$ cat src/pmc_defines.svh
// Constants of the power mode controller: mode codes, reset causes, timing.
// Assumes a single 100 MHz clock; included by bare name.
`ifndef PMC_DEFINES_SVH
`define PMC_DEFINES_SVH
`define PMC_NUM_GPIO        30
`define PMC_TGT_STANDBY     1'b0
`define PMC_TGT_SHUTDOWN    1'b1
`define PMC_CAUSE_POR       2'h0
`define PMC_CAUSE_PIN       2'h1
`define PMC_CAUSE_WAKE      2'h2
`define PMC_RET_NONE        2'h0
`define PMC_RET_PARTIAL     2'h1
`define PMC_RET_FULL        2'h2
`define PMC_SETTLE_NS       100
`define PMC_CLK_NS          10
`define PMC_SETTLE_CYC      ((`PMC_SETTLE_NS + `PMC_CLK_NS - 1) / `PMC_CLK_NS)
`endif

$ cat src/pmc_pkg.sv
// Types of the power mode controller.
// Assumes the defines header is compiled alongside.
package pmc_pkg;
	typedef enum logic [5:0]
	{
		ST_ACTIVE   = 6'h01,
		ST_IDLE     = 6'h02,
		ST_STANDBY  = 6'h04,
		ST_SHUTDOWN = 6'h08,
		ST_HELD     = 6'h10,
		ST_WAKEUP   = 6'h20
	} mode_t;
endpackage

$ cat src/pmc_sync_if.sv
// Carries synchronised wake inputs from the synchroniser to the controller.
// Assumes one clock domain.
`timescale 1ns/1ps
`default_nettype none
interface pmc_sync_if;
	logic       reset_pin_n;
	logic [29:0] pins;
	logic       pin_change;
	modport src (output reset_pin_n, output pins, output pin_change);
	modport dst (input reset_pin_n, input pins, input pin_change);
endinterface
`default_nettype wire

$ cat src/pmc_pin_sync.sv
// Three-stage synchroniser for the reset pin and GPIO pins.
// A level counts once stages two and three agree; first stage is read by stage two only.
`timescale 1ns/1ps
`default_nettype none
`include "pmc_defines.svh"
module pmc_pin_sync
(
	// Clock and reset
	input  wire logic                     i_mclk,
	input  wire logic                     i_rst_n,
	// Raw pins
	input  wire logic                     i_reset_pin_n,
	input  wire logic [`PMC_NUM_GPIO-1:0] i_gpio_in,
	// Synchronised side
	pmc_sync_if.src                       sync
);
	logic [`PMC_NUM_GPIO:0] s1_q;
	logic [`PMC_NUM_GPIO:0] s2_q;
	logic [`PMC_NUM_GPIO:0] s3_q;
	logic [`PMC_NUM_GPIO:0] stable_q;

	// Shift chain; reset pin idles high
	always_ff @(posedge i_mclk)
	begin
		if (!i_rst_n)
		begin
			s1_q <= {1'b1, {`PMC_NUM_GPIO{1'b0}}};
			s2_q <= {1'b1, {`PMC_NUM_GPIO{1'b0}}};
			s3_q <= {1'b1, {`PMC_NUM_GPIO{1'b0}}};
		end
		else
		begin
			s1_q <= {i_reset_pin_n, i_gpio_in};
			s2_q <= s1_q;
			s3_q <= s2_q;
		end
	end

	// Accept a bit only where stages two and three agree
	always_ff @(posedge i_mclk)
	begin
		if (!i_rst_n)
			stable_q <= {1'b1, {`PMC_NUM_GPIO{1'b0}}};
		else
			stable_q <= (s2_q & s3_q) | (stable_q & (s2_q | s3_q));
	end

	assign sync.reset_pin_n = stable_q[`PMC_NUM_GPIO];
	assign sync.pins        = stable_q[`PMC_NUM_GPIO-1:0];
	assign sync.pin_change  = 1'b0;
endmodule
`default_nettype wire

$ cat src/power_mode_controller.sv
// Power mode controller: mode machine, clock and power enables, I/O latch, reset cause.
// Assumes wake events from the same clock, pins raw from outside.
`timescale 1ns/1ps
`default_nettype none
`include "pmc_defines.svh"
module power_mode_controller
(
	// Clock and reset
	input  wire logic                     i_mclk,
	input  wire logic                     i_rst_n,
	// CPU requests
	input  wire logic                     i_idle_req,
	input  wire logic                     i_deep_req,
	input  wire logic                     i_deep_target,
	// Same-clock wake events and oscillator crystal selects
	input  wire logic                     i_irq,
	input  wire logic                     i_rtc_event,
	input  wire logic                     i_sensor_event,
	input  wire logic                     i_ext_wake,
	input  wire logic                     i_hs_use_crystal,
	input  wire logic                     i_ls_use_crystal,
	// Pins
	input  wire logic                     i_reset_pin_n,
	input  wire logic [`PMC_NUM_GPIO-1:0] i_gpio_in,
	input  wire logic [`PMC_NUM_GPIO-1:0] i_gpio_out,
	input  wire logic [`PMC_NUM_GPIO-1:0] i_shutdown_wake_en,
	// Mode and enables
	output logic [5:0]                    o_mode,
	output logic                          o_cpu_clk_en,
	output logic                          o_mem_clk_en,
	output logic                          o_periph_clk_en,
	output logic                          o_always_on_domain_pwr,
	output logic                          o_sensor_ctrl_pwr,
	output logic                          o_high_speed_crystal_osc_en,
	output logic                          o_high_speed_rc_osc_en,
	output logic                          o_medium_speed_rc_osc_en,
	output logic                          o_low_speed_crystal_osc_en,
	output logic                          o_low_speed_rc_osc_en,
	output logic                          o_brownout_detector_en,
	output logic                          o_watchdog_timer_run,
	output logic [1:0]                    o_reg_retention,
	output logic                          o_sram_retain,
	output logic                          o_cpu_resume,
	output logic                          o_sys_reset,
	// I/O latch and reset cause
	output logic [`PMC_NUM_GPIO-1:0]      o_gpio_pad,
	output logic                          o_io_latched,
	output logic [1:0]                    o_reset_cause
);
	pmc_sync_if sync ();
	pmc_pkg::mode_t                mode_q;
	pmc_pkg::mode_t                mode_d;
	logic [`PMC_NUM_GPIO-1:0]      latch_q;
	logic [`PMC_NUM_GPIO-1:0]      wake_ref_q;
	logic [1:0]                    cause_q;
	logic [7:0]                    settle_q;
	logic                          resume_q;
	logic                          from_shutdown_q;
	logic                          pin_wake;

	// True where the CPU side still runs; latch, pad and clock decode must agree on it
	function automatic logic cpu_side_on(input pmc_pkg::mode_t m);
		return (m == pmc_pkg::ST_ACTIVE) || (m == pmc_pkg::ST_IDLE);
	endfunction

	pmc_pin_sync u_sync
	(
		.i_mclk        (i_mclk),
		.i_rst_n       (i_rst_n),
		.i_reset_pin_n (i_reset_pin_n),
		.i_gpio_in     (i_gpio_in),
		.sync          (sync)
	);

	// Any enabled wake pin that differs from its value at entry
	assign pin_wake = |((sync.pins ^ wake_ref_q) & i_shutdown_wake_en);

	// Next mode; the reset pin overrides every mode
	always_comb
	begin
		mode_d = mode_q;
		case (mode_q)
			pmc_pkg::ST_ACTIVE:
			begin
				// Leave active only on an explicit request
				if (i_deep_req)
					mode_d = (i_deep_target == `PMC_TGT_SHUTDOWN) ?
						pmc_pkg::ST_SHUTDOWN : pmc_pkg::ST_STANDBY;
				else if (i_idle_req)
					mode_d = pmc_pkg::ST_IDLE;
			end
			pmc_pkg::ST_IDLE:
				if (i_irq)
					mode_d = pmc_pkg::ST_ACTIVE;
			pmc_pkg::ST_STANDBY:
				if (i_ext_wake || i_rtc_event || i_sensor_event)
					mode_d = pmc_pkg::ST_ACTIVE;
			pmc_pkg::ST_SHUTDOWN:
				if (pin_wake)
					mode_d = pmc_pkg::ST_WAKEUP;
			pmc_pkg::ST_HELD:
				if (sync.reset_pin_n)
					mode_d = pmc_pkg::ST_WAKEUP;
			pmc_pkg::ST_WAKEUP:
				if (settle_q == 8'h00)
					mode_d = pmc_pkg::ST_ACTIVE;
			default:
				mode_d = pmc_pkg::ST_WAKEUP;
		endcase
		if (!sync.reset_pin_n)
			mode_d = pmc_pkg::ST_HELD;
	end

	// Mode register
	always_ff @(posedge i_mclk)
	begin
		if (!i_rst_n)
			mode_q <= pmc_pkg::ST_WAKEUP;
		else
			mode_q <= mode_d;
	end

	// Boot settle counter, reloaded whenever the wake-up state is entered
	// Fixed length: the oscillators get the same start-up time on every boot path
	always_ff @(posedge i_mclk)
	begin
		if (!i_rst_n)
			settle_q <= 8'(`PMC_SETTLE_CYC);
		else if (mode_q != pmc_pkg::ST_WAKEUP)
			settle_q <= 8'(`PMC_SETTLE_CYC);
		else if (settle_q != 8'h00)
			settle_q <= settle_q - 8'h01;
	end

	// Reset cause: pin cause written while held, wake cause written in the wake-up state after a shutdown
	always_ff @(posedge i_mclk)
	begin
		if (!i_rst_n)
		begin
			cause_q         <= `PMC_CAUSE_POR;
			from_shutdown_q <= 1'b0;
		end
		else
		begin
			if (mode_d == pmc_pkg::ST_HELD)
				from_shutdown_q <= 1'b0;
			else if (mode_q == pmc_pkg::ST_SHUTDOWN && mode_d == pmc_pkg::ST_WAKEUP)
				from_shutdown_q <= 1'b1;
			if (mode_q == pmc_pkg::ST_HELD)
				cause_q <= `PMC_CAUSE_PIN;
			else if (mode_q == pmc_pkg::ST_WAKEUP && from_shutdown_q)
				cause_q <= `PMC_CAUSE_WAKE;
		end
	end

	// Resume flag: a standby exit continues the program, reset-type exits restart it
	always_ff @(posedge i_mclk)
	begin
		if (!i_rst_n)
			resume_q <= 1'b0;
		else
			resume_q <= (mode_q == pmc_pkg::ST_STANDBY) && (mode_d == pmc_pkg::ST_ACTIVE);
	end

	// I/O latch: tracks the core outputs while the CPU side runs, frozen from entry on;
	// idle tracks too, so a reset-pin hold taken from idle freezes the value shown there
	always_ff @(posedge i_mclk)
	begin
		if (!i_rst_n)
		begin
			latch_q    <= {`PMC_NUM_GPIO{1'b0}};
			wake_ref_q <= {`PMC_NUM_GPIO{1'b0}};
		end
		else if (cpu_side_on(mode_q))
		begin
			latch_q    <= i_gpio_out;
			wake_ref_q <= sync.pins;
		end
	end

	// Pad value: live in active and idle, frozen otherwise; latch survives reset paths
	always_ff @(posedge i_mclk)
	begin
		if (!i_rst_n)
			o_gpio_pad <= {`PMC_NUM_GPIO{1'b0}};
		else if (cpu_side_on(mode_q))
			o_gpio_pad <= i_gpio_out;
		else
			o_gpio_pad <= latch_q;
	end

	// Per-mode clock, power and retention decode
	// Decoded from the registered mode and the two crystal selects, so no enable can glitch on a request
	always_comb
	begin
		o_cpu_clk_en           = (mode_q == pmc_pkg::ST_ACTIVE);
		o_mem_clk_en           = (mode_q == pmc_pkg::ST_ACTIVE);
		o_periph_clk_en        = cpu_side_on(mode_q);
		o_always_on_domain_pwr = (mode_q != pmc_pkg::ST_SHUTDOWN) &&
			(mode_q != pmc_pkg::ST_HELD);
		o_sensor_ctrl_pwr      = o_always_on_domain_pwr;
		o_high_speed_crystal_osc_en = o_periph_clk_en && i_hs_use_crystal;
		o_high_speed_rc_osc_en      = o_periph_clk_en && !i_hs_use_crystal;
		o_medium_speed_rc_osc_en    = o_always_on_domain_pwr;
		o_low_speed_crystal_osc_en  = o_always_on_domain_pwr && i_ls_use_crystal;
		o_low_speed_rc_osc_en       = o_always_on_domain_pwr && !i_ls_use_crystal;
		o_brownout_detector_en = o_always_on_domain_pwr;
		o_watchdog_timer_run   = o_periph_clk_en;
		o_io_latched           = !o_periph_clk_en && (mode_q != pmc_pkg::ST_WAKEUP);
		o_sram_retain          = o_always_on_domain_pwr;
		if (o_periph_clk_en)
			o_reg_retention = `PMC_RET_FULL;
		else if (mode_q == pmc_pkg::ST_STANDBY)
			o_reg_retention = `PMC_RET_PARTIAL;
		else
			o_reg_retention = `PMC_RET_NONE;
		o_sys_reset = (mode_q == pmc_pkg::ST_HELD) || (mode_q == pmc_pkg::ST_WAKEUP) ||
			(mode_q == pmc_pkg::ST_SHUTDOWN);
	end

	assign o_mode        = mode_q;
	assign o_cpu_resume  = resume_q;
	assign o_reset_cause = cause_q;
endmodule
`default_nettype wire

$ cat config.mk
export PLATFORM = sky130hd
export DESIGN_NAME = power_mode_controller
export DESIGN_NICKNAME = d
export VERILOG_FILES = /design/src/pmc_pkg.sv /design/src/pmc_sync_if.sv /design/src/pmc_pin_sync.sv /design/src/power_mode_controller.sv
export VERILOG_INCLUDE_DIRS = /design/src /design/src/src
export SDC_FILE = /design/constraint.sdc
export NUM_CORES = 1
export LEC_CHECK = 0
export BUFFER_PORTS_ARGS = -buffer_cell sky130_fd_sc_hd__buf_2
export CAP_MARGIN = 5
export CORE_MARGIN = 10
export CORE_UTILIZATION = 40
export CTS_CLUSTER_DIAMETER = 120
export DETAILED_ROUTE_END_ITERATION = 8
export SLEW_MARGIN = 10
export SYNTH_ARGS = -nofsm -noshare
export SYNTH_HDL_FRONTEND = slang
export SYNTH_SLANG_ARGS = --single-unit
$ cat constraint.sdc
create_clock -name i_mclk -period 3.3 [get_ports i_mclk]
set_input_delay 0.165 -clock i_mclk [delete_from_list [all_inputs] [get_ports i_mclk]]
set_output_delay 0.165 -clock i_mclk [all_outputs]
set_load 0.005 [all_outputs]
# After elaboration in Yosys (flattened, before gate mapping)

Cells that the tools add are included.
Widths: inputs -> output; s select.

Register bits after elaboration: 202
Bits of input ports: 102
Output and inout port bits: 56
Logic and storage cells: 69

Add/subtract/negate cells: 1
Equal/unequal tests: 12
Muxes and demuxes: 13
Bitwise gates (word level): 7
Reduce and logical (&&, ||, !) cells: 24

Operator list:

| kind                | count |
|---|---|
| $and 31x31->31      | 2 |
| $or 31x31->31       | 2 |
| $mux 6              | 7 |
| $and 30x30->30      | 1 |
| $pmux 6 s5          | 1 |
| $reduce_or 30->1    | 1 |
| $xor 30x30->30      | 1 |
| $eq 6x1->1 const B  | 2 |
| $eq 6x5->1 const B  | 2 |
| $eq 6x6->1 const B  | 2 |
| $logic_and 1x1->1   | 9 |
| $logic_not 8->1     | 1 |
| $reduce_bool 8->1   | 1 |
| $sub 8x1->8 const B | 1 |
| $eq 6x2->1 const B  | 1 |
| $eq 6x3->1 const B  | 1 |
| $eq 6x4->1 const B  | 1 |
| $ne 6x4->1 const B  | 1 |
| $ne 6x5->1 const B  | 1 |
| $ne 6x6->1 const B  | 1 |
| $reduce_or 2->1     | 3 |
| $logic_or 1x1->1    | 5 |
| $mux 4              | 1 |
| $logic_not 1->1     | 3 |
| 4 further kinds     | 6 |

# Depth between registers and ports, before layout

Depth after elaboration: 8
Depth in mapped cells: 7
Depth with buffers taken out: 7

# Modules after synthesis

Synthesis repeated with hierarchy kept, for this count alone.

Cells, all modules: 752
Area total of the unflattened synthesis: 7259.5 µm²

Modules (own cells, without submodules):

| module                | instances | cells each | area each (µm²) | sequential area each (µm²) |
|---|---|---|---|---|
| pmc_pin_sync          | 1         | 325        | 3711.1          | 2482.4 |
| power_mode_controller | 1         | 427        | 3548.4          | 1561.5 |

# Worst setup path before layout

No wires, ideal clock.

Kind: reg2out
From: reg mode_q[0], in the netlist o_mode[0]
To: out o_low_speed_crystal_osc_en
Arrival: 1693 ps
Data required time: 3135 ps
Path slack: 1442 ps
Stages on the path, launching flop included: 5
Path through: dfxtp_1 > or4_4 > nor3b_1 > nor2_1 > and2_1

Cells in the longest elaborated chain, start to end: 3
Elaborated cells between the ends (all ways): 4

Ends and longest elaborated chain:

| item                                     | line                                                       | text |
|---|---|---|
| start: declaration                       | power_mode_controller.sv:51                                | `pmc_pkg::mode_t mode_q;` |
| start signal: assignment                 | power_mode_controller.sv:118                               | `mode_q <= pmc_pkg::ST_WAKEUP;` |
| start signal: assignment                 | power_mode_controller.sv:120                               | `mode_q <= mode_d;` |
| $ne 6x4->1 or $ne 6x5->1 (tied branches) | power_mode_controller.sv:199, power_mode_controller.sv:200 |  |
| $logic_and 1x1->1 (*)                    | power_mode_controller.sv:199                               | `o_always_on_domain_pwr = (mode_q != pmc_pkg::ST_SHUTDOWN) &&` |
| net o_always_on_domain_pwr               | power_mode_controller.sv:32                                | `output logic o_always_on_domain_pwr,` |
| $logic_and 1x1->1 (*)                    | power_mode_controller.sv:205                               | `o_low_speed_crystal_osc_en = o_always_on_domain_pwr && i_ls_use_crystal;` |
| end: declaration                         | power_mode_controller.sv:37                                | `output logic o_low_speed_crystal_osc_en,` |

The timed path passes the listed nets; every way through them passes the cells marked *.

# Worst setup path after layout

From: reg mode_q[0], in the netlist o_mode[0]
To: out o_low_speed_crystal_osc_en

Cells in the longest elaborated chain, start to end: 3
Elaborated cells between the ends (all ways): 4

Ends and longest elaborated chain:

| item                                     | line |
|---|---|
| $ne 6x4->1 or $ne 6x5->1 (tied branches) | power_mode_controller.sv:199, power_mode_controller.sv:200 |
| $logic_and 1x1->1 (*)                    | power_mode_controller.sv:199 |
| $logic_and 1x1->1 (*)                    | power_mode_controller.sv:205 |

Every way passes the cells marked *; elsewhere a longest branch is shown, timed or not.

==> metrics.csv <==
metric,value,unit
synth_edf_count,0,
finalSetupViolCount,0,
dp_hpwl,10520,µm
finalCriticalPeriod,2.632,ns
placed_cell_area,8108,µm²
wl_met1,7348,µm
root_buffer,clkbuf_16,
grt_max_degree,79,
reg2reg_depth,6,
wl_met2,7473,µm
power.density,551.0,nW/µm²
die_area,23660,µm²
synthFlopType,dfxtp_1,
drv_cap,0,
first_pass_iters,4,
synthArstFlopShare,0,
drive_gt1_frac,0.2091,
n_antenna_cell,0,
critPathKind,reg2out,
clk_pin_slew_worst_paths,0.06,ns
rsz0062_at_grt,false,
holdCritStartpoint,i_deep_target,
post-route-util,0.5395,
antenna_found_initial,0,
grt_pass1_vias,5469,
synthCells,752,
timing.rr.end,wake_ref_q[21]$_SDFFE_PN0N_,
top_layer,met4,
grt.total_usage,0.1324,
drc_errors,0,
critical_path.endpoint_type,primary output,
cts_sinks,202,
p_comb_frac,0.072,
clock_path_buffers,3,
die_w,153.8,µm
stdcell_area,9397,µm²
grt.overflow.total,0,
core_area,17420,µm²
r2r_slack,1.21,ns
internal_power,0.004063,W
swShare,0.2152,
finalSetupTns,0,ns
hold-worst-slack,0.03927,ns
crit_fanout,7,
wirelength,15900,µm
synth-warning-count,0,
max_freq,0.3800,GHz
fp.dieH,153.8,µm
cp.required,3.13,ns
power,0.005178,W
hold_violations,0,
hold-path-cell-count,3,
slew_headroom,0.5377,
grt_pass1_wl,26970,µm
place_congestion,0.7663,
p_leak,3.999,nW
syn_nets,855,
ir_drop,0.3555,mV
p_clk_frac,0.431,
nets,1062,
crit_arrival,2.47,ns
worst_pin_slew,0.6935,ns
h-tree-depth,1,
cts_tree,done,
vias,5398,
first_iter_violations,252,
netlist_area,7164,µm²
postRouteAntennaNets,0,
viasPerCell,4.513,
start_util,0.4114,
clkLatencyLatePin,0.48,ns
wl_met3,827,µm
synthDistinctLibCells,42,
min_path_type,in2reg,
fin_crit_sh,0.7975,
rows,48,
synth_area_per_cell,9.527,µm²
routedWlPerCell,13.29,µm
synth-seq-cells,202,
cts_made_buffers,22,
portBuffers,157,
rr_startpoint,o_mode[3]$_SDFF_PN0_,
synthToLayoutAreaGrowth,31.16,%
cp-start-kind,flip-flop,
power_switching,0.001114,W
final_max_slew_viol_count,0,
fin_skew,0.007668,ns
p_seq_frac,0.497,
holdPathEnd,o_mode[2]$_SDFF_PN0_,
seq_area_frac_synth,0.5644,
io_pins,158,
status,"complete, no violations",
-- cells by family (layout without fill, tap and decap cells) --
group | count (synthesis) | after routing | synth area share
buffers and inverters | 49 | 268 | 0.03039
and+or+nand+nor | 306 | 306 | 0.2069
AOI/OAI and AO/OA | 158 | 158 | 0.1525
DFF | 202 | 202 | 0.5644
xor gates and xnor gates | 36 | 36 | 0.04401
adders and majority gates | 1 | 1 | 0.001746
-- critical path: stages (launching register included) --
cell and delay (ns):
dfxtp_1 0.35, or4_4 0.55, nor3b_1 0.57, nor2_1 0.18, and2_1 0.21, buf_2 0.12
-- final cells by class --
| class | count | area (µm²) |
|---|---|---|
| Clock buffer | 28 | 624.3 |
| Tap cell | 225 | 281.5 |
| Inverter | 8 | 30.03 |
| Sequential cell | 202 | 4044 |
| Multi-Input combinational cell | 501 | 2914 |
| Timing Repair Buffer | 224 | 1459 |
| Clock inverter | 8 | 43.79 |
| Fill cell | 1581 | 8020 |
-- per-layer routing --
| metal | track usage | vias up |
|---|---|---|
| li1 | - | 2875 |
| met1 | 0.1663 | 2384 |
| met4 | 0.03194 | 0 |
| met2 | 0.2249 | 117 |
| met5 | 0 | - |
| met3 | 0.02985 | 22 |
-- state kept, by name, indices dropped and copies added (netlist names) --
name / flops
u_sync.s1_q: 31
o_gpio_pad: 30
u_sync.stable_q: 31
settle_q: 8
o_reset_cause: 2
u_sync.s3_q: 31
wake_ref_q: 30
u_sync.s2_q: 31
o_mode: 6
from_shutdown_q: 1
o_cpu_resume: 1
-- cell usage in the layout (no fill, tap or decap), types with 2 or more instances in the layout --
cell / n
nor2_1: 16
and2b_1: 2
xnor2_1: 3
nand3_1: 5
clkbuf_16: 23
dlygate4sd3_1: 62
o21ai_0: 34
nor3_1: 3
and2_1: 93
clkbuf_1: 2
inv_1: 7
buf_4: 5
dfxtp_1: 202
nor2b_1: 2
nand3b_1: 2
buf_2: 156
nand4_1: 3
nand2_1: 163
a22oi_1: 15
clkinv_2: 7
nor4_1: 4
nor3b_1: 2
nand2b_1: 4
clkbuf_8: 3
xor2_1: 33
a21oi_1: 7
a21boi_0: 91
-- how the worst max path moves through the flow --
stage | start | end | slack, ns | cells past startpoint
floorplan | o_mode[0]$_SDFF_PN0_ | o_low_speed_crystal_osc_en | 1.44 | 4
global placement | o_mode[0]$_SDFF_PN0_ | o_low_speed_crystal_osc_en | 1.20 | 5
detailed placement | o_mode[0]$_SDFF_PN0_ | o_low_speed_crystal_osc_en | 1.17 | 5
CTS | o_mode[0]$_SDFF_PN0_ | o_low_speed_crystal_osc_en | 0.64 | 5
global route | o_mode[0]$_SDFF_PN0_ | o_low_speed_crystal_osc_en | 0.46 | 5
finish | o_mode[0]$_SDFF_PN0_ | o_low_speed_crystal_osc_en | 0.67 | 5
-- cells in the mapped netlist (2+ instances only) --
master      n  area share
buf_4       7      0.0073
xnor2_1     3      0.0037
a22oi_1    15       0.016
nor2b_1     2      0.0017
nor3b_1     2      0.0021
nand3_1     5      0.0035
nand2_1   163       0.085
buf_2       6      0.0042
a21boi_0   91       0.095
o21ai_0    34       0.024
a21oi_1     7      0.0049
nand2b_1    4      0.0035
and2b_1     2      0.0021
inv_1       7      0.0037
nor4_1      4      0.0035
nor2_1     16      0.0084
xor2_1     33       0.040
nand3b_1    2      0.0021
clkbuf_1   28       0.015
nand4_1     3      0.0026
o21ai_1     2      0.0014
dfxtp_1   202        0.56
nor3_1      3      0.0021
and2_1     93       0.081
-- power groups by stage --
stage	sequential (W)	clock (W)	combinational, W
floorplan	0.00261	0	0.000206
global placement	0.00263	0	0.000318
detailed placement	0.00263	0	0.000321
CTS	0.00257	0.00230	0.000379
global route	0.00259	0.00240	0.000426
finish	0.00257	0.00223	0.000374
-- through the flow --
stage,instances,worst slack (ns)
floorplan,752,1.442
global placement,1098,1.203
detailed placement,1098,1.171
CTS,1196,0.6442
global route,1196,0.4603
finish,1196,0.6683
-- repair_timing --
item,4_1_cts,5_1_grt
gates resized for setup,0,0
setup buffers,0,0
hold buffers,62,0
hold endpoints to repair,62,0
Note: power is estimated with default switching activity, not from simulation.
